<file path="config.mk">
export PLATFORM = sky130hd
export DESIGN_NAME = acs_adc_conversion_sequencer
export DESIGN_NICKNAME = d
export VERILOG_FILES = /design/src/core/acs_adc_conversion_sequencer.v
export VERILOG_INCLUDE_DIRS = /design/src /design/src/core
export SDC_FILE = /design/constraint.sdc
export NUM_CORES = 1
export LEC_CHECK = 0
export BUFFER_PORTS_ARGS = -buffer_cell sky130_fd_sc_hd__buf_2
export CORE_AREA = 2 2 197 199
export CTS_CLUSTER_SIZE = 30
export DETAILED_ROUTE_END_ITERATION = 8
export DIE_AREA = 0 0 199 201
export GPL_TIMING_DRIVEN = 0
export PLACE_DENSITY = 0.49
export RECOVER_POWER = 25
export REMOVE_ABC_BUFFERS = 1
export SYNTH_ARGS = -nofsm -noshare
export SYNTH_HDL_FRONTEND = slang
export SYNTH_SLANG_ARGS = --single-unit
</file>
<file path="constraint.sdc">
create_clock -name clk -period 8 [get_ports clk]
set_input_delay 1.2 -clock clk [delete_from_list [all_inputs] [get_ports clk]]
set_output_delay 1.2 -clock clk [all_outputs]
set_load 0.05 [all_outputs]
</file>
<file path="src/core/acs_map.vh">
`ifndef ACS_MAP_VH
`define ACS_MAP_VH

// result and filter widths
`define ACS_CODE_W        12
`define ACS_CNT_W         11
`define ACS_GAIN_W        21
`define ACS_GAIN_SHIFT    16
`define ACS_CODE_MAX      12'h7FF
`define ACS_CODE_MIN      12'h800

// data_rate_select encodings, slowest to fastest
`define ACS_DRS_128       3'h0
`define ACS_DRS_250       3'h1
`define ACS_DRS_490       3'h2
`define ACS_DRS_920       3'h3
`define ACS_DRS_1600      3'h4
`define ACS_DRS_2400      3'h5
`define ACS_DRS_3300      3'h6
`define ACS_DRS_RESET     3'h0

// modulator rate and output rates in samples per second
`define ACS_FMOD_HZ       250000
`define ACS_SPS_128       128
`define ACS_SPS_250       250
`define ACS_SPS_490       490
`define ACS_SPS_920       920
`define ACS_SPS_1600      1600
`define ACS_SPS_2400      2400
`define ACS_SPS_3300      3300

// modulator bits per conversion, one settling cycle, rounded down
`define ACS_LEN_128       11'h7A1
`define ACS_LEN_250       11'h3E8
`define ACS_LEN_490       11'h1FE
`define ACS_LEN_920       11'h10F
`define ACS_LEN_1600      11'h09C
`define ACS_LEN_2400      11'h068
`define ACS_LEN_3300      11'h04B
// filter gain so a full-scale ones count maps onto full-scale code
`define ACS_GN_128        21'h010C73
`define ACS_GN_250        21'h020C49
`define ACS_GN_490        21'h040404
`define ACS_GN_920        21'h078EA4
`define ACS_GN_1600       21'h0D20D2
`define ACS_GN_2400       21'h13B13B
`define ACS_GN_3300       21'h1B4E81

// reset value of the mode selection: single-shot
`define ACS_MODE_RESET    1'b0

`endif

</file>
<file path="src/core/acs_adc_conversion_sequencer.v">
// What this block does
// - each single-shot request runs exactly one conversion
// - single-shot result goes into the result register, then power down
// - continuous mode restarts the next conversion at once, unprompted
// - continuous results arrive at the programmed data rate
// - result output holds the newest completed conversion until a general call clears it
// - filter turns modulator one-bit stream into a proportional 12-bit code
// - one mode bit chooses continuous or single-shot conversion
// - after power-up: defaults loaded, powered down, no conversions
// - general-call reset does the same as power-up
// - conversion lasts one settling cycle, 1/rate, seven rates
`timescale 1ns/100ps
`include "acs_map.vh"

module acs_adc_conversion_sequencer (
  input  wire                   clk,
  input  wire                   rst_n,
  input  wire                   mod_clk,
  input  wire                   mod_bit,
  input  wire                   mode_continuous,
  input  wire [2:0]             data_rate_select,
  input  wire                   start_req,
  input  wire                   gen_call_reset,
  output reg  [`ACS_CODE_W-1:0] conv_result_r,
  output reg                    conv_done_r,
  output reg                    busy_r,
  output wire                   power_down
);

  localparam ST_DOWN = 1'b0;
  localparam ST_CONV = 1'b1;

  // three-stage synchronisers, one per pin: modulator clock and bit
  localparam PIN_N   = 2;
  localparam PIN_CLK = 0;
  localparam PIN_BIT = 1;

  wire [PIN_N-1:0] pin_raw = {mod_bit, mod_clk};
  wire [PIN_N-1:0] pin_agree;
  wire [PIN_N-1:0] pin_stage;
  wire [PIN_N-1:0] pin_lvl;
  wire             mclk_rise;
  wire             mbit_lvl;

  genvar gi;
  generate
    for (gi = 0; gi < PIN_N; gi = gi + 1) begin : g_sync
      reg [2:0] sync_r;
      reg       lvl_r;
      // level resets to the idle low of the pin, so no false edge
      always @(posedge clk or negedge rst_n) begin
        if (!rst_n) begin
          sync_r <= 3'h0;
          lvl_r  <= 1'b0;
        end else begin
          sync_r <= {sync_r[1:0], pin_raw[gi]};
          // a level change counts only once stages two and three agree
          if (sync_r[1] == sync_r[2])
            lvl_r <= sync_r[2];
        end
      end
      assign pin_agree[gi] = (sync_r[1] == sync_r[2]);
      assign pin_stage[gi] = sync_r[2];
      assign pin_lvl[gi]   = lvl_r;
    end
  endgenerate

  assign mclk_rise = pin_agree[PIN_CLK] && pin_stage[PIN_CLK] &&
                     !pin_lvl[PIN_CLK];
  assign mbit_lvl  = pin_lvl[PIN_BIT];

  // per-rate sample count and gain, taken at conversion start
  reg [`ACS_CNT_W-1:0]  rate_len;
  reg [`ACS_GAIN_W-1:0] rate_gain;

  always @* begin
    case (data_rate_select)
      `ACS_DRS_250: begin
        rate_len  = `ACS_LEN_250;
        rate_gain = `ACS_GN_250;
      end
      `ACS_DRS_490: begin
        rate_len  = `ACS_LEN_490;
        rate_gain = `ACS_GN_490;
      end
      `ACS_DRS_920: begin
        rate_len  = `ACS_LEN_920;
        rate_gain = `ACS_GN_920;
      end
      `ACS_DRS_1600: begin
        rate_len  = `ACS_LEN_1600;
        rate_gain = `ACS_GN_1600;
      end
      `ACS_DRS_2400: begin
        rate_len  = `ACS_LEN_2400;
        rate_gain = `ACS_GN_2400;
      end
      `ACS_DRS_3300, 3'h7: begin
        rate_len  = `ACS_LEN_3300;
        rate_gain = `ACS_GN_3300;
      end
      default: begin
        rate_len  = `ACS_LEN_128;
        rate_gain = `ACS_GN_128;
      end
    endcase
  end

  reg                   state_r;
  reg [`ACS_CNT_W-1:0]  len_r;
  reg [`ACS_GAIN_W-1:0] gain_r;
  reg [`ACS_CNT_W-1:0]  smp_cnt_r;
  reg [`ACS_CNT_W-1:0]  ones_r;

  // filter: ones density mapped to signed code, clamped to 12 bits
  wire [`ACS_CNT_W-1:0]   ones_fin = ones_r + {{(`ACS_CNT_W-1){1'b0}},
                                               mbit_lvl};
  wire signed [12:0]      dens = $signed({1'b0, ones_fin, 1'b0}) -
                                 $signed({2'b00, len_r});
  wire signed [34:0]      prod = dens * $signed({1'b0, gain_r});
  wire signed [18:0]      scaled = prod[34:`ACS_GAIN_SHIFT];
  reg  [`ACS_CODE_W-1:0]  code;

  always @* begin
    if (scaled > $signed(19'sh007FF))
      code = `ACS_CODE_MAX;
    else if (scaled < -$signed(19'sh00800))
      code = `ACS_CODE_MIN;
    else
      code = scaled[`ACS_CODE_W-1:0];
  end

  wire last_smp = mclk_rise && (smp_cnt_r == len_r - 1'b1);
  // a start in power-down: a request, or continuous mode selected
  wire go = start_req || mode_continuous;

  assign power_down = (state_r == ST_DOWN);

  reg                   state_nxt;
  reg [`ACS_CNT_W-1:0]  len_nxt;
  reg [`ACS_GAIN_W-1:0] gain_nxt;
  reg [`ACS_CNT_W-1:0]  smp_cnt_nxt;
  reg [`ACS_CNT_W-1:0]  ones_nxt;
  reg [`ACS_CODE_W-1:0] result_nxt;
  reg                   done_nxt;
  reg                   busy_nxt;

  // next-state logic; general call outranks everything else
  always @* begin
    state_nxt   = state_r;
    len_nxt     = len_r;
    gain_nxt    = gain_r;
    smp_cnt_nxt = smp_cnt_r;
    ones_nxt    = ones_r;
    result_nxt  = conv_result_r;
    done_nxt    = 1'b0;
    busy_nxt    = busy_r;
    if (gen_call_reset) begin
      // general call behaves as power-up; the old result is cleared too
      state_nxt   = ST_DOWN;
      smp_cnt_nxt = {`ACS_CNT_W{1'b0}};
      ones_nxt    = {`ACS_CNT_W{1'b0}};
      result_nxt  = {`ACS_CODE_W{1'b0}};
      busy_nxt    = 1'b0;
    end else begin
      case (state_r)
        ST_DOWN: begin
          if (go) begin
            state_nxt   = ST_CONV;
            busy_nxt    = 1'b1;
            len_nxt     = rate_len;
            gain_nxt    = rate_gain;
            smp_cnt_nxt = {`ACS_CNT_W{1'b0}};
            ones_nxt    = {`ACS_CNT_W{1'b0}};
          end
        end
        default: begin
          // requests while converting are ignored: one per conversion
          if (mclk_rise) begin
            smp_cnt_nxt = smp_cnt_r + 1'b1;
            ones_nxt    = ones_fin;
          end
          if (last_smp) begin
            // whole word replaced in one edge, reads never mix results
            result_nxt  = code;
            done_nxt    = 1'b1;
            smp_cnt_nxt = {`ACS_CNT_W{1'b0}};
            ones_nxt    = {`ACS_CNT_W{1'b0}};
            if (mode_continuous) begin
              len_nxt  = rate_len;
              gain_nxt = rate_gain;
            end else begin
              state_nxt = ST_DOWN;
              busy_nxt  = 1'b0;
            end
          end
        end
      endcase
    end
  end

  // a rate change mid-conversion waits for the next latch point
  always @(posedge clk or negedge rst_n) begin
    if (!rst_n) begin
      state_r       <= ST_DOWN;
      len_r         <= {`ACS_CNT_W{1'b0}};
      gain_r        <= {`ACS_GAIN_W{1'b0}};
      smp_cnt_r     <= {`ACS_CNT_W{1'b0}};
      ones_r        <= {`ACS_CNT_W{1'b0}};
      conv_result_r <= {`ACS_CODE_W{1'b0}};
      conv_done_r   <= 1'b0;
      busy_r        <= 1'b0;
    end else begin
      state_r       <= state_nxt;
      len_r         <= len_nxt;
      gain_r        <= gain_nxt;
      smp_cnt_r     <= smp_cnt_nxt;
      ones_r        <= ones_nxt;
      conv_result_r <= result_nxt;
      conv_done_r   <= done_nxt;
      busy_r        <= busy_nxt;
    end
  end

endmodule // acs_adc_conversion_sequencer

</file>
# Word level (Yosys, flattened, before mapping)
# Cells that the tools add are included.
totals:
  regBits: 77
  latch_bits: 0
  ramBits: 0
  romBits: 0
  inputBits: 10
  output_inout_bits: 15
  memories: 0
op_classes:
  n_addsub: 4
  mul: 1
  n_div: 0
  n_lt_le_gt_ge: 2
  eq_ne: 15
  shift: 0
  n_mux: 37
  bitwise_logic: 2
  reduce_logical: 14
ops:
  columns: ["operator", "n"]
  rows:
  - ["11-bit 2-to-1 mux", 13]
  - ["21-bit one-hot mux with 6 select lines", 1]
  - ["21-bit 2-to-1 mux", 4]
  - ["11-bit one-hot mux with 6 select lines", 1]
  - ["12-bit 2-to-1 mux", 5]
  - ["13-bit by 22-bit multiplier with 35-bit output", 1]
  - ["19-bit by 12-bit > comparator with 1-bit output, second input constant", 1]
  - ["19-bit by 12-bit < comparator with 1-bit output, second input constant", 1]
  - ["1-bit 2-to-1 mux", 13]
  - ["12-bit by 11-bit subtractor with 13-bit output", 1]
  - ["3-bit == test, second input constant", 4]
  - ["11-bit by 1-bit adder with 11-bit output", 1]
  - ["11-bit by 1-bit adder with 11-bit output, second input constant", 1]
  - ["11-bit == test", 1]
  - ["11-bit by 1-bit subtractor with 11-bit output, second input constant", 1]
  - ["3-bit by 2-bit == test with 1-bit output, second input constant", 2]
  - ["2-bit nonzero test", 3]
  - ["4-bit by 3-bit inequality test with 1-bit output, second input constant", 1]
  - ["2-bit AND reduction", 2]
  - ["4-bit AND reduction", 1]
  - ["3-bit by 1-bit == test with 1-bit output, second input constant", 1]
  - ["1-bit logical AND", 3]
  - ["3-bit by 2-bit inequality test with 1-bit output, second input constant", 1]
  - ["3-bit inequality test, second input constant", 1]
  - ["other kinds (9)", 11]

# Depth between registers and ports, before layout
# Gate-level depths: netlist of run 1.
depth:
  ltp_word: 9
  depth_mapped: 35
  depth_no_buf: 32

# Least setup slack after synthesis of run 1
# No wires, ideal clock.
synth_path:
  kind: "register -> register"
  from: "register g_sync[1].lvl_r"
  to: "register conv_result_r[0]"
  setup_ps: 136
  t_arrival_ps: 8575
  required_time_ps: 7864
  setup_slack_ps: -711
  stages_incl_launch_ff: 33
  n_path_buf: 2
  period_less_slack_ps: 8711
  cell_sequence: "dfrtp_1 -> ha_1 -> ha_1 -> nor2b_1 -> o21ai_0 -> a21boi_0 -> o21ai_0 -> a21boi_0 -> o21ai_0 -> a21oi_1 -> o41ai_1 -> clkbuf_1 -> mux2_2 -> fa_1 -> fa_1 -> inv_1 -> fa_1 -> fa_1 -> fa_1 -> inv_1 -> fa_1 -> inv_1 -> ha_1 -> a21oi_1 -> nand3_1 -> a21oi_1 -> a211oi_1 -> nor3_1 -> xnor2_1 -> or3_1 -> o41ai_1 -> buf_2 -> o211ai_2"
synth_between:
  elab_chain_cells: 9
  word_cells_on_any_way: 10
  cone_classes: "add/sub: 2; mul: 1; order compare: 2; mux: 5"
synth_lines:
  columns: ["element", "line_no", "rtl"]
  rows:
  - ["start: declaration", "acs_adc_conversion_sequencer.v:49", "reg lvl_r;"]
  - ["start signal: assignment", "acs_adc_conversion_sequencer.v:59", "lvl_r <= sync_r[2];"]
  - ["11-bit by 1-bit adder with 11-bit output (*)", "acs_adc_conversion_sequencer.v:116", "wire [`ACS_CNT_W-1:0] ones_fin = ones_r + {{(`ACS_CNT_W-1){1'b0}},"]
  - ["12-bit by 11-bit subtractor with 13-bit output (*)", "acs_adc_conversion_sequencer.v:118", "wire signed [12:0] dens = $signed({1'b0, ones_fin, 1'b0}) -"]
  - ["13-bit by 22-bit multiplier with 35-bit output (*)", "acs_adc_conversion_sequencer.v:120", "wire signed [34:0] prod = dens * $signed({1'b0, gain_r});"]
  - ["19-bit by 12-bit < comparator with 1-bit output", "acs_adc_conversion_sequencer.v:127", "else if (scaled < -$signed(19'sh00800))"]
  - ["12-bit 2-to-1 mux", "acs_adc_conversion_sequencer.v:127", null]
  - ["12-bit 2-to-1 mux (*)", "acs_adc_conversion_sequencer.v:125", "if (scaled > $signed(19'sh007FF))"]
  - ["12-bit 2-to-1 mux (*)", "acs_adc_conversion_sequencer.v:183", "if (last_smp) begin"]
  - ["12-bit 2-to-1 mux (*)", "acs_adc_conversion_sequencer.v:166", "case (state_r)"]
  - ["12-bit 2-to-1 mux (*)", "acs_adc_conversion_sequencer.v:158", "if (gen_call_reset) begin"]
  - ["end signal: assignment", "acs_adc_conversion_sequencer.v:210", "conv_result_r <= {`ACS_CODE_W{1'b0}};"]
  - ["end signal: assignment", "acs_adc_conversion_sequencer.v:219", "conv_result_r <= result_nxt;"]
  - ["end: declaration", "acs_adc_conversion_sequencer.v:24", "output reg [`ACS_CODE_W-1:0] conv_result_r,"]
# Every way passes the cells marked *; elsewhere a longest branch is shown, timed or not. The select of a mux whose other input is x is not followed.
# A chain may end at the register's enable or synchronous reset.

# Worst setup path in the final report of run 1
layout_path:
  from: "register g_sync[1].lvl_r"
  to: "register conv_result_r[5]"
# Same word-level chain as after synthesis.

==> impl_results.html, run 1 <==
<table>
<tr><th>Metric</th><th>Value</th></tr>
<tr><th colspan="2">Clock tree</th></tr>
<tr><td>Number of clock buffers inserted by TritonCTS</td><td>9</td></tr>
<tr><td>CTS tree</td><td>done</td></tr>
<tr><td>H-tree depth</td><td>3</td></tr>
<tr><td>Clock sink count</td><td>74</td></tr>
<tr><td>CTS root buf</td><td>clkbuf_16</td></tr>
<tr><td>Maximum number of buffers from clock root to sink</td><td>2</td></tr>
<tr><td>Clock insertion delay at the later pin of the skew report</td><td>0.36 ns</td></tr>
<tr><td>Clock slew at reported path FFs</td><td>0.06 ns</td></tr>
<tr><th colspan="2">Finish</th></tr>
<tr><td>Count of filler cells inserted in the layout</td><td>3836</td></tr>
<tr><td>Fraction of layout instances using a drive strength above 1</td><td>0.162</td></tr>
<tr><td>Area grow syn2layout</td><td>16.4%</td></tr>
<tr><td>Total inserted antenna cells</td><td>0</td></tr>
<tr><td>Number of nets in the layout</td><td>1835</td></tr>
<tr><td>Cell Count, Final, Fillers Out</td><td>2016</td></tr>
<tr><td>Utilization after layout</td><td>0.400</td></tr>
<tr><th colspan="2">Synthesis</th></tr>
<tr><td>Area fraction of the dominant cell type after synthesis</td><td>0.320</td></tr>
<tr><td>Synth Register Bits</td><td>74</td></tr>
<tr><td>Sequential fraction of the synthesis area</td><td>0.141</td></tr>
<tr><td>Cell area after synthesis</td><td>13100 um^2</td></tr>
<tr><td>Number of standard cells after synthesis</td><td>1461</td></tr>
<tr><td>Commonest cells post-synth</td><td>nand2_1 (223), inv_1 (216), fa_1 (209)</td></tr>
<tr><td>Most used DFF post-synth</td><td>dfrtp_1</td></tr>
<tr><td>Most frequent cell after synthesis</td><td>nand2_1</td></tr>
<tr><td>Number of enable-type register cells in the synthesized netlist</td><td>0</td></tr>
<tr><td>Post-Synthesis Mean Instance Area</td><td>8.96 um^2</td></tr>
<tr><td>Largest area contributor in the synthesized netlist</td><td>fa_1</td></tr>
<tr><td>FFs w/ async S/R, synth</td><td>1.00</td></tr>
<tr><td>Yosys warning total</td><td>0</td></tr>
<tr><td>Number of unique standard cell types used by synthesis</td><td>64</td></tr>
<tr><td>Leading post-synthesis cells by cell area</td><td>fa_1 (32%), dfrtp_1 (14%), ha_1 (12%)</td></tr>
<tr><th colspan="2">Routing</th></tr>
<tr><td>Vias per cell</td><td>5.06</td></tr>
<tr><td>Total wire length</td><td>35900 um</td></tr>
<tr><td>Number of remaining DRC errors</td><td>0</td></tr>
<tr><td>Overall via count from detail_route</td><td>10200</td></tr>
<tr><td>Drt first-iter violations</td><td>618</td></tr>
<tr><td>Pre-Repair DR Iteration Count</td><td>5</td></tr>
<tr><td>Number of antenna-violating nets in the routed design</td><td>0</td></tr>
<tr><td>Drt wl/cell</td><td>17.8 um</td></tr>
<tr><th colspan="2">Floorplan</th></tr>
<tr><td>Initial standard-cell utilization of the core</td><td>0.344</td></tr>
<tr><td>Rows</td><td>72</td></tr>
<tr><td>Die H</td><td>201 um</td></tr>
<tr><td>Core Area</td><td>38100 um^2</td></tr>
<tr><td>Die outline area</td><td>40000 um^2</td></tr>
<tr><td>Die extent in x</td><td>199 um</td></tr>
<tr><td># IOs</td><td>25</td></tr>
<tr><th colspan="2">Timing</th></tr>
<tr><td>Pin slew with the least headroom to its limit</td><td>1.31 ns</td></tr>
<tr><td>Ratio of final minimum period to clock period</td><td>1.06</td></tr>
<tr><td>Final Setup Violations</td><td>11</td></tr>
<tr><td>Clk_skew</td><td>0.00841 ns</td></tr>
<tr><td>Hold_ws</td><td>0.354 ns</td></tr>
<tr><td>Total count of max-transition violations in the final report</td><td>0</td></tr>
<tr><td>Final-report hold violation count</td><td>0</td></tr>
<tr><td>Post-route setup slack</td><td>-0.457 ns</td></tr>
<tr><td>Setup repair after global routing missed its margin</td><td>yes</td></tr>
<tr><td>Time the worst path needs with I/O delays and setup</td><td>8.46 ns</td></tr>
<tr><td>Peak Freq</td><td>0.118 GHz</td></tr>
<tr><td>Worst slew margin relative to its limit</td><td>0.124</td></tr>
<tr><th colspan="2">Global routing</th></tr>
<tr><td>GRT Resource Usage Total</td><td>0.186</td></tr>
<tr><td>Initial antenna violation count</td><td>0</td></tr>
<tr><td>Wire length of the first global-routing pass</td><td>57500 um</td></tr>
<tr><td>Via count of the first global-routing pass</td><td>10500</td></tr>
<tr><td>Maximum number of pins on one net before global-route repair</td><td>45</td></tr>
<tr><td>Total gr overflow</td><td>0</td></tr>
<tr><th colspan="2">Placement</th></tr>
<tr><td>Detailed-placement wirelength estimate</td><td>26900 um</td></tr>
<tr><td>Routability Congestion</td><td>0.820</td></tr>
<tr><td>Count of input and output buffers</td><td>24</td></tr>
<tr><td>DP Worst Slack</td><td>-3.07 ns</td></tr>
<tr><td>Placed cells</td><td>1945</td></tr>
<tr><th colspan="2">Worst setup path</th></tr>
<tr><td>Critical Path Start</td><td>g_sync[1].lvl_r</td></tr>
<tr><td>Startpoint types</td><td>flip-flop</td></tr>
<tr><td>RR Startpoint</td><td>g_sync[1].lvl_r</td></tr>
<tr><td>Critical path data arrival time</td><td>8.69 ns</td></tr>
<tr><td>Worst Reg-to-Reg Cells</td><td>33</td></tr>
<tr><td>Crit-path max cell delay</td><td>0.61 ns</td></tr>
<tr><td>Critical path capture point type</td><td>flip-flop</td></tr>
<tr><td>Capturing instance or port of the critical path</td><td>conv_result_r[5]</td></tr>
<tr><td>Category of the critical setup timing path</td><td>reg2reg</td></tr>
<tr><td>Capture instance of the worst register-to-register path</td><td>conv_result_r[5]</td></tr>
<tr><td>Critical-path maximum fanout</td><td>7</td></tr>
<tr><td>Register-to-register setup slack</td><td>-0.46 ns</td></tr>
<tr><td>Required arrival time at the worst endpoint</td><td>8.23 ns</td></tr>
<tr><td>Most common cell type on the critical path</td><td>fa_1</td></tr>
<tr><td>Slowest-stage cell, CP</td><td>fa_1</td></tr>
<tr><th colspan="2">Status</th></tr>
<tr><td>Result of the run</td><td>finished with violations</td></tr>
<tr><td>Violated checks</td><td>negative setup slack</td></tr>
<tr><th colspan="2">Worst hold path</th></tr>
<tr><td>Tightest Hold Check Type</td><td>reg2reg</td></tr>
<tr><td>Hold_sp</td><td>g_sync[0].sync_r[0]</td></tr>
<tr><th colspan="2">Job</th></tr>
<tr><td>Max-cap violation count</td><td>0</td></tr>
</table>
## repair_timing
item,4_1_cts,5_1_grt
endpoints found under the setup margin,12,12
hold buffers,0,0
cloned,1,1
pin swaps,42,33
endpoints found under the hold margin,0,0
resized for setup,85,72
buffers inserted,38,15
## per-stage QoR
stage | instance area [um^2] | TNS [ns]
4_1_cts | 14800 | -6.58
3_3_place_gp | 13600 | -82.24
3_5_place_dp | 13800 | -34.46
6_report | 15200 | -4.71
2_1_floorplan | 12800 | -45.21
5_1_grt | 15200 | -7.35
## worst min-delay path by stage
stage	endpoint	slack, ns	cells after the start
floorplan	g_sync[0].sync_r[1]	0.33	0
global placement	g_sync[1].sync_r[1]	0.34	0
detailed placement	g_sync[0].sync_r[1]	0.34	0
CTS	g_sync[0].sync_r[1]	0.36	0
global route	g_sync[0].sync_r[1]	0.36	0
finish	g_sync[0].sync_r[1]	0.35	0
## registers in the layout, summed over array words and instances, names as in the netlist
| register | cells |
|---|---|
| gain_r | 18 |
| conv_result_r | 12 |
| len_r | 11 |
| ones_r | 11 |
| smp_cnt_r | 11 |
| g_sync.sync_r | 6 |
| g_sync.lvl_r | 2 |
| busy_r | 1 |
| conv_done_r | 1 |
| state_r | 1 |
## layer usage
layer / track usage / vias to the layer above / share of wire
met5: 0 / - / 0
met4: 0.0461 / 0 / 0.017
met3: 0.0205 / 31 / 0.041
met2: 0.319 / 185 / 0.51
met1: 0.249 / 5267 / 0.43
li1: - / 4726 / -
## final cells by class
class                           count  area, um^2  share of cell area
Multi-Input combinational cell   1102       10900               0.713
Sequential cell                    74        1860               0.122
Inverter                          216         815              0.0535
Timing Repair Buffer               90         758              0.0498
Tap cell                          518         648              0.0425
Clock buffer                       11         243              0.0159
Clock inverter                      5        38.8             0.00255
## layout by cell type, fill, tap and decap left out, types with 6 or more instances in the layout
master | synthesis | routed
nor2_1 | 78 | 71
a21oi_1 | 49 | 40
a31oi_1 | 7 | 6
nand4_1 | 18 | 18
ha_4 | 0 | 18
buf_8 | 0 | 9
nand2b_1 | 27 | 26
buf_4 | 1 | 50
mux2_2 | 13 | 12
ha_1 | 123 | 103
o21ai_1 | 3 | 7
dfrtp_1 | 74 | 69
and3_1 | 13 | 12
nor3_2 | 0 | 9
a21oi_2 | 0 | 6
buf_2 | 4 | 23
mux2i_1 | 19 | 18
nand3_1 | 31 | 30
a21o_1 | 6 | 6
nor2b_1 | 8 | 6
nand2_1 | 223 | 219
o21ai_0 | 38 | 27
xnor2_2 | 0 | 7
o211ai_2 | 10 | 10
inv_1 | 216 | 214
nor3_1 | 24 | 14
or3_1 | 14 | 10
xor2_1 | 24 | 21
xnor2_1 | 34 | 27
clkbuf_16 | 0 | 9
fa_1 | 209 | 208
o211ai_1 | 8 | 8
and2_1 | 56 | 54
## cell families (layout without fill, tap and decap cells)
family,count (synthesis),count (layout),share of synthesized area
buffers and inverters,287,322,0.0847
adder cells (fa/ha/maj),333,333,0.438
AO/OA/AOI/OAI,160,162,0.0823
XOR/XNOR,58,58,0.0388
multiplexers,36,36,0.0291
flip-flops,74,74,0.141
AND/OR/NAND/NOR,513,513,0.186
## worst max-delay path, delay by kind of cell, from the launching register on
kind	cells	cell delay [ns]
buffers and inverters	5	0.45
DFF	1	0.45
adders and majority gates	9	3.80
and+or+nand+nor	5	1.05
AOI/OAI and AO/OA	12	2.22
xor gates and xnor gates	2	0.34
Power of run 1 is not shown: default switching activity piles up to over one toggle a cycle in this logic, so the estimate is an artifact.
==> run 2: changes to the inputs <==
- CORE_AREA: 2 2 197 199 -> 2 2 158 160
- DIE_AREA: 0 0 199 201 -> 0 0 160 162
- PLACE_DENSITY: 0.49 -> 0.71
==> impl_results.html, run 2 (synthesis gave the netlist of run 1 again) <==
<table>
<tr><th>Metric</th><th>Value</th></tr>
<tr><th colspan="2">Clock tree</th></tr>
<tr><td>Clock insertion delay at the later pin of the skew report</td><td>0.36 ns</td></tr>
<tr><td>CTS tree</td><td>done</td></tr>
<tr><td>Number of clock buffers inserted by TritonCTS</td><td>9</td></tr>
<tr><td>Clock slew at reported path FFs</td><td>0.07 ns</td></tr>
<tr><td>H-tree depth</td><td>3</td></tr>
<tr><td>CTS root buf</td><td>clkbuf_16</td></tr>
<tr><td>Maximum number of buffers from clock root to sink</td><td>2</td></tr>
<tr><td>Clock sink count</td><td>74</td></tr>
<tr><th colspan="2">Global routing</th></tr>
<tr><td>GRT Resource Usage Total</td><td>0.268</td></tr>
<tr><td>Initial antenna violation count</td><td>0</td></tr>
<tr><td>Total gr overflow</td><td>0</td></tr>
<tr><td>Via count of the first global-routing pass</td><td>10800</td></tr>
<tr><td>Wire length of the first global-routing pass</td><td>55100 um</td></tr>
<tr><td>Maximum number of pins on one net before global-route repair</td><td>45</td></tr>
<tr><th colspan="2">Finish</th></tr>
<tr><td>Register area</td><td>1860 um^2</td></tr>
<tr><td>Number of nets in the layout</td><td>1842</td></tr>
<tr><td>Most common cell after layout, fill and taps aside</td><td>nand2_1</td></tr>
<tr><td>Fraction of layout instances using a drive strength above 1</td><td>0.183</td></tr>
<tr><td>Utilization after layout</td><td>0.632</td></tr>
<tr><td>Register containing the most flip-flops in the final layout</td><td>gain_r</td></tr>
<tr><td>Total inserted antenna cells</td><td>0</td></tr>
<tr><td>Count of filler cells inserted in the layout</td><td>2028</td></tr>
<tr><td>Area grow syn2layout</td><td>16.3%</td></tr>
<tr><td>Commonest cells after routing, fill and taps aside</td><td>nand2_1 (218), inv_1 (212), fa_1 (201), ha_1 (96), nor2_1 (70)</td></tr>
<tr><td>Largest registers</td><td>gain_r (18), conv_result_r (12)</td></tr>
<tr><td>Area of the multi-input gates</td><td>11000 um^2</td></tr>
<tr><td>Fin area</td><td>15200 um^2</td></tr>
<tr><td>Max FFs per register</td><td>18</td></tr>
<tr><th colspan="2">Placement</th></tr>
<tr><td>Post-place instance area</td><td>13500 um^2</td></tr>
<tr><td>Routability Congestion</td><td>0.876</td></tr>
<tr><td>Count of input and output buffers</td><td>24</td></tr>
<tr><td>Detailed-placement wirelength estimate</td><td>24300 um</td></tr>
<tr><th colspan="2">Worst setup path</th></tr>
<tr><td>Critical-path maximum fanout</td><td>8</td></tr>
<tr><td>Most common cell type on the critical path</td><td>buf_4</td></tr>
<tr><td>Worst Reg-to-Reg Cells</td><td>36</td></tr>
<tr><td>Slowest-stage cell, CP</td><td>fa_1</td></tr>
<tr><td>Category of the critical setup timing path</td><td>reg2reg</td></tr>
<tr><td>Startpoint types</td><td>flip-flop</td></tr>
<tr><td>RR Startpoint</td><td>ones_r[0]</td></tr>
<tr><td>Crit-path max cell delay</td><td>0.58 ns</td></tr>
<tr><td>Gate family responsible for the most delay along the worst path</td><td>adder cells</td></tr>
<tr><td>Number of buffers and inverters on the critical path</td><td>13</td></tr>
<tr><td>Register-to-register setup slack</td><td>-0.60 ns</td></tr>
<tr><td>Critical path capture point type</td><td>flip-flop</td></tr>
<tr><td>Required arrival time at the worst endpoint</td><td>8.23 ns</td></tr>
<tr><td>Critical path data arrival time</td><td>8.83 ns</td></tr>
<tr><td>Capture instance of the worst register-to-register path</td><td>conv_result_r[5]</td></tr>
<tr><th colspan="2">Job</th></tr>
<tr><td>Max-cap violation count</td><td>0</td></tr>
<tr><th colspan="2">Timing</th></tr>
<tr><td>Final Setup Violations</td><td>11</td></tr>
<tr><td>Clk_skew</td><td>0.0134 ns</td></tr>
<tr><td>Post-route setup slack</td><td>-0.603 ns</td></tr>
<tr><td>Peak Freq</td><td>0.116 GHz</td></tr>
<tr><td>Worst slew margin relative to its limit</td><td>0.164</td></tr>
<tr><td>Final-report hold violation count</td><td>0</td></tr>
<tr><td>Setup repair after global routing missed its margin</td><td>yes</td></tr>
<tr><td>Total count of max-transition violations in the final report</td><td>0</td></tr>
<tr><td>Pin slew with the least headroom to its limit</td><td>1.25 ns</td></tr>
<tr><td>Time the worst path needs with I/O delays and setup</td><td>8.60 ns</td></tr>
<tr><td>Ratio of final minimum period to clock period</td><td>1.08</td></tr>
<tr><th colspan="2">Routing</th></tr>
<tr><td>Number of remaining DRC errors</td><td>0</td></tr>
<tr><td>Vias per cell</td><td>5.83</td></tr>
<tr><td>Drt wl/cell</td><td>19.2 um</td></tr>
<tr><td>Overall via count from detail_route</td><td>10700</td></tr>
<tr><td>Total wire length</td><td>35100 um</td></tr>
<tr><td>Drt first-iter violations</td><td>797</td></tr>
<tr><td>Number of antenna-violating nets in the routed design</td><td>0</td></tr>
<tr><td>Pre-Repair DR Iteration Count</td><td>5</td></tr>
<tr><th colspan="2">Floorplan</th></tr>
<tr><td>Die outline area</td><td>25900 um^2</td></tr>
<tr><td>Die extent in x</td><td>160 um</td></tr>
<tr><td>Rows</td><td>57</td></tr>
<tr><td># IOs</td><td>25</td></tr>
<tr><td>Die H</td><td>162 um</td></tr>
<tr><td>Initial standard-cell utilization of the core</td><td>0.543</td></tr>
<tr><td>Core Area</td><td>24100 um^2</td></tr>
<tr><th colspan="2">Worst hold path</th></tr>
<tr><td>Hold endpoint</td><td>g_sync[0].sync_r[1]</td></tr>
<tr><td>Hold_sp</td><td>g_sync[0].sync_r[0]</td></tr>
<tr><td>Tightest Hold Check Type</td><td>reg2reg</td></tr>
<tr><td>Hold Path Depth</td><td>0</td></tr>
<tr><th colspan="2">Status</th></tr>
<tr><td>Result of the run</td><td>finished with violations</td></tr>
<tr><td>Violated checks</td><td>negative setup slack</td></tr>
</table>
[run 2: repair_timing]
item / CTS / global route
resized for setup: 95 / 88
pin swaps: 41 / 65
cloned: 2 / 3
endpoints found under the setup margin: 12 / 12
hold buffers: 0 / 0
setup buffers: 34 / 23
[run 2: how the worst max path moves through the flow]
| stage | slack (ns) | depth (start not counted) | startpoint | end |
|---|---|---|---|---|
| detailed placement | -2.79 | 31 | len_r[2] | conv_result_r[5] |
| floorplan | -3.98 | 30 | g_sync[1].lvl_r | conv_result_r[5] |
| global placement | -6.60 | 29 | len_r[2] | conv_result_r[5] |
| finish | -0.60 | 36 | ones_r[0] | conv_result_r[5] |
| global route | -0.80 | 35 | g_sync[1].lvl_r | conv_result_r[5] |
| CTS | -0.63 | 34 | ones_r[0] | conv_result_r[5] |
[run 2: routing by layer]
metal | routed length [um] | vias to the layer above | GRT usage
li1 | - | 4742 | -
met1 | 13600 | 5344 | 0.341
met2 | 17200 | 451 | 0.452
met3 | 2660 | 121 | 0.0452
met4 | 1610 | 0 | 0.122
met5 | 0 | - | 0
[run 2: layout make-up]
class                   count  share of cell area
multi-input cells        1103               0.725
repair buffers             96              0.0536
clock inverters             6             0.00427
clock buffers              10              0.0150
well taps                 324              0.0266
inverters                 216              0.0535
flip-flops and latches     74               0.122
[run 2: per-stage QoR]
| stage | setup slack [ns] | hold WS [ns] | instances | TNS [ns] |
|---|---|---|---|---|
| CTS | -0.625 | 0.360 | 1803 | -6.12 |
| floorplan | -3.98 | 0.331 | 1390 | -45.21 |
| global placement | -6.60 | 0.343 | 1738 | -75.91 |
| detailed placement | -2.79 | 0.337 | 1751 | -31.25 |
| global route | -0.804 | 0.367 | 1829 | -8.29 |
| finish | -0.603 | 0.358 | 1829 | -6.10 |
Power of run 2 is left out for the same reason.
==> run 3: changes to the inputs <==
- CORE_AREA: 2 2 158 160 -> 2 2 113 224
- DIE_AREA: 0 0 160 162 -> 0 0 115 226
==> impl_results.html, run 3 (synthesis gave the netlist of run 1 again) <==
<table>
<tr><th>Metric</th><th>Value</th></tr>
<tr><th colspan="2">Status</th></tr>
<tr><td>Result of the run</td><td>finished with violations</td></tr>
<tr><td>Violated checks</td><td>max-capacitance violations, max-slew violations, negative setup slack</td></tr>
<tr><th colspan="2">Finish</th></tr>
<tr><td>Utilization after layout</td><td>0.606</td></tr>
<tr><td>Fraction of layout instances using a drive strength above 1</td><td>0.153</td></tr>
<tr><td>Area grow syn2layout</td><td>12.6%</td></tr>
<tr><td>Most common cell after layout, fill and taps aside</td><td>nand2_1</td></tr>
<tr><td>Register containing the most flip-flops in the final layout</td><td>gain_r</td></tr>
<tr><td>Largest registers</td><td>gain_r (18), conv_result_r (12)</td></tr>
<tr><td>Number of nets in the layout</td><td>1811</td></tr>
<tr><td>Max FFs per register</td><td>18</td></tr>
<tr><td>Total inserted antenna cells</td><td>0</td></tr>
<tr><td>Commonest cells after routing, fill and taps aside</td><td>nand2_1 (221), inv_1 (212), fa_1 (199), ha_1 (101), nor2_1 (71)</td></tr>
<tr><th colspan="2">Clock tree</th></tr>
<tr><td>Number of clock buffers inserted by TritonCTS</td><td>9</td></tr>
<tr><td>Maximum number of buffers from clock root to sink</td><td>2</td></tr>
<tr><td>Clock insertion delay at the later pin of the skew report</td><td>0.37 ns</td></tr>
<tr><td>Clock sink count</td><td>74</td></tr>
<tr><td>Clock slew at reported path FFs</td><td>0.07 ns</td></tr>
<tr><td>CTS root buf</td><td>clkbuf_16</td></tr>
<tr><td>H-tree depth</td><td>3</td></tr>
<tr><td>CTS tree</td><td>done</td></tr>
<tr><th colspan="2">Timing</th></tr>
<tr><td>Pin slew with the least headroom to its limit</td><td>3.33 ns</td></tr>
<tr><td>Post-route setup slack</td><td>-0.489 ns</td></tr>
<tr><td>Worst slew margin relative to its limit</td><td>-1.22</td></tr>
<tr><td>Time the worst path needs with I/O delays and setup</td><td>8.49 ns</td></tr>
<tr><td>Final-report hold violation count</td><td>0</td></tr>
<tr><td>Peak Freq</td><td>0.118 GHz</td></tr>
<tr><td>Final Setup Violations</td><td>11</td></tr>
<tr><td>Clk_skew</td><td>0.0123 ns</td></tr>
<tr><td>Total count of max-transition violations in the final report</td><td>62</td></tr>
<tr><td>Setup repair after global routing missed its margin</td><td>yes</td></tr>
<tr><td>Ratio of final minimum period to clock period</td><td>1.06</td></tr>
<tr><th colspan="2">Floorplan</th></tr>
<tr><td>Rows</td><td>81</td></tr>
<tr><td>Die extent in x</td><td>115 um</td></tr>
<tr><td>Die H</td><td>226 um</td></tr>
<tr><td>Initial standard-cell utilization of the core</td><td>0.538</td></tr>
<tr><td>Core Area</td><td>24300 um^2</td></tr>
<tr><td>Die outline area</td><td>26000 um^2</td></tr>
<tr><td># IOs</td><td>25</td></tr>
<tr><th colspan="2">Worst setup path</th></tr>
<tr><td>Critical path data arrival time</td><td>8.74 ns</td></tr>
<tr><td>Critical-path maximum fanout</td><td>7</td></tr>
<tr><td>Register-to-register setup slack</td><td>-0.49 ns</td></tr>
<tr><td>Number of buffers and inverters on the critical path</td><td>4</td></tr>
<tr><td>Startpoint types</td><td>flip-flop</td></tr>
<tr><td>Required arrival time at the worst endpoint</td><td>8.25 ns</td></tr>
<tr><td>Crit. path cell count</td><td>31</td></tr>
<tr><td>Worst Reg-to-Reg Cells</td><td>31</td></tr>
<tr><td>Gate family responsible for the most delay along the worst path</td><td>adder cells</td></tr>
<tr><td>Crit-path max cell delay</td><td>0.60 ns</td></tr>
<tr><td>Most common cell type on the critical path</td><td>fa_1</td></tr>
<tr><td>Critical path capture point type</td><td>flip-flop</td></tr>
<tr><td>RR Startpoint</td><td>ones_r[0]</td></tr>
<tr><td>Category of the critical setup timing path</td><td>reg2reg</td></tr>
<tr><td>Capture instance of the worst register-to-register path</td><td>conv_result_r[5]</td></tr>
<tr><td>Slowest-stage cell, CP</td><td>fa_1</td></tr>
<tr><th colspan="2">Global routing</th></tr>
<tr><td>Total gr overflow</td><td>0</td></tr>
<tr><td>Wire length of the first global-routing pass</td><td>57800 um</td></tr>
<tr><td>GRT Resource Usage Total</td><td>0.296</td></tr>
<tr><td>Via count of the first global-routing pass</td><td>11200</td></tr>
<tr><td>Met3 Track Usage GR</td><td>0.0389</td></tr>
<tr><td>Initial antenna violation count</td><td>0</td></tr>
<tr><td>Maximum number of pins on one net before global-route repair</td><td>62</td></tr>
<tr><td>Met1 global-route usage</td><td>0.296</td></tr>
<tr><td>Busiest layer in global routing</td><td>met2</td></tr>
<tr><td>Routing usage on met2</td><td>0.534</td></tr>
<tr><th colspan="2">Placement</th></tr>
<tr><td>Detailed-placement wirelength estimate</td><td>27900 um</td></tr>
<tr><td>Routability Congestion</td><td>0.922</td></tr>
<tr><td>Count of input and output buffers</td><td>24</td></tr>
<tr><th colspan="2">Routing</th></tr>
<tr><td>Number of remaining DRC errors</td><td>0</td></tr>
<tr><td>Overall via count from detail_route</td><td>10700</td></tr>
<tr><td>Total wire length</td><td>37200 um</td></tr>
<tr><td>Drt first-iter violations</td><td>847</td></tr>
<tr><td>Number of antenna-violating nets in the routed design</td><td>0</td></tr>
<tr><td>Pre-Repair DR Iteration Count</td><td>6</td></tr>
<tr><td>Vias per cell</td><td>6.08</td></tr>
<tr><td>Drt wl/cell</td><td>21.1 um</td></tr>
<tr><th colspan="2">Worst hold path</th></tr>
<tr><td>Hold endpoint</td><td>g_sync[1].sync_r[1]</td></tr>
<tr><td>Hold Path Depth</td><td>0</td></tr>
<tr><td>Tightest Hold Check Type</td><td>reg2reg</td></tr>
<tr><td>Hold_sp</td><td>g_sync[1].sync_r[0]</td></tr>
<tr><th colspan="2">Job</th></tr>
<tr><td>Max-cap violation count</td><td>1</td></tr>
</table>
-- run 3: changes by cell type in the layout (fill, tap and decap cells not counted), moves of 4 or more --
cell     previous run  this run
buf_6               0         9
ha_1               96       101
buf_4              60        26
mux2i_1            18        13
mux2i_4             0         4
a21oi_1            32        38
ha_4               25        18
a21oi_2            15         9
-- run 3: final cells by class --
cell class	instances	area, um^2
clock buffer	9	225
inverter	216	815
sequential	74	1860
timing repair buffer	66	509
multi-input combinational	1102	10900
tap	290	363
fill	2072	9580
clock inverter	7	83.8
-- run 3: metal layers --
metal / vias up / wire length [um]
li1: 4684 / -
met1: 5403 / 11500
met2: 444 / 20300
met3: 200 / 1810
met4: 0 / 3580
met5: - / 0
-- run 3: worst max-delay path by stage --
| stage | start | endpoint | slack [ns] |
|---|---|---|---|
| after global routing | g_sync[1].lvl_r | conv_result_r[5] | -0.70 |
| final | ones_r[0] | conv_result_r[5] | -0.49 |
| after floorplan | g_sync[1].lvl_r | conv_result_r[5] | -3.98 |
| after global placement | len_r[2] | conv_result_r[5] | -7.00 |
| after detailed placement | len_r[2] | conv_result_r[5] | -2.44 |
| after CTS | ones_r[0] | conv_result_r[5] | -0.41 |
-- run 3: metrics by stage --
stage	instances	cell area [um^2]	setup WS (ns)	setup TNS, ns	hold slack, ns
floorplan	1390	12800	-3.98	-45.21	0.331
detailed placement	1716	13500	-2.44	-27.15	0.341
global placement	1704	13300	-7.00	-80.85	0.336
finish	1764	14700	-0.489	-5.29	0.347
global route	1764	14700	-0.701	-7.53	0.350
CTS	1760	14500	-0.415	-4.44	0.348
-- run 3: what timing repair did --
action,4_1_cts,5_1_grt
setup buffers,27,3
hold buffers,0,0
pin swaps,57,33
setup endpoints to repair,12,12
gates resized for setup,110,53
gates cloned,1,1
hold endpoints to repair,0,0
Power of run 3 is left out for the same reason.
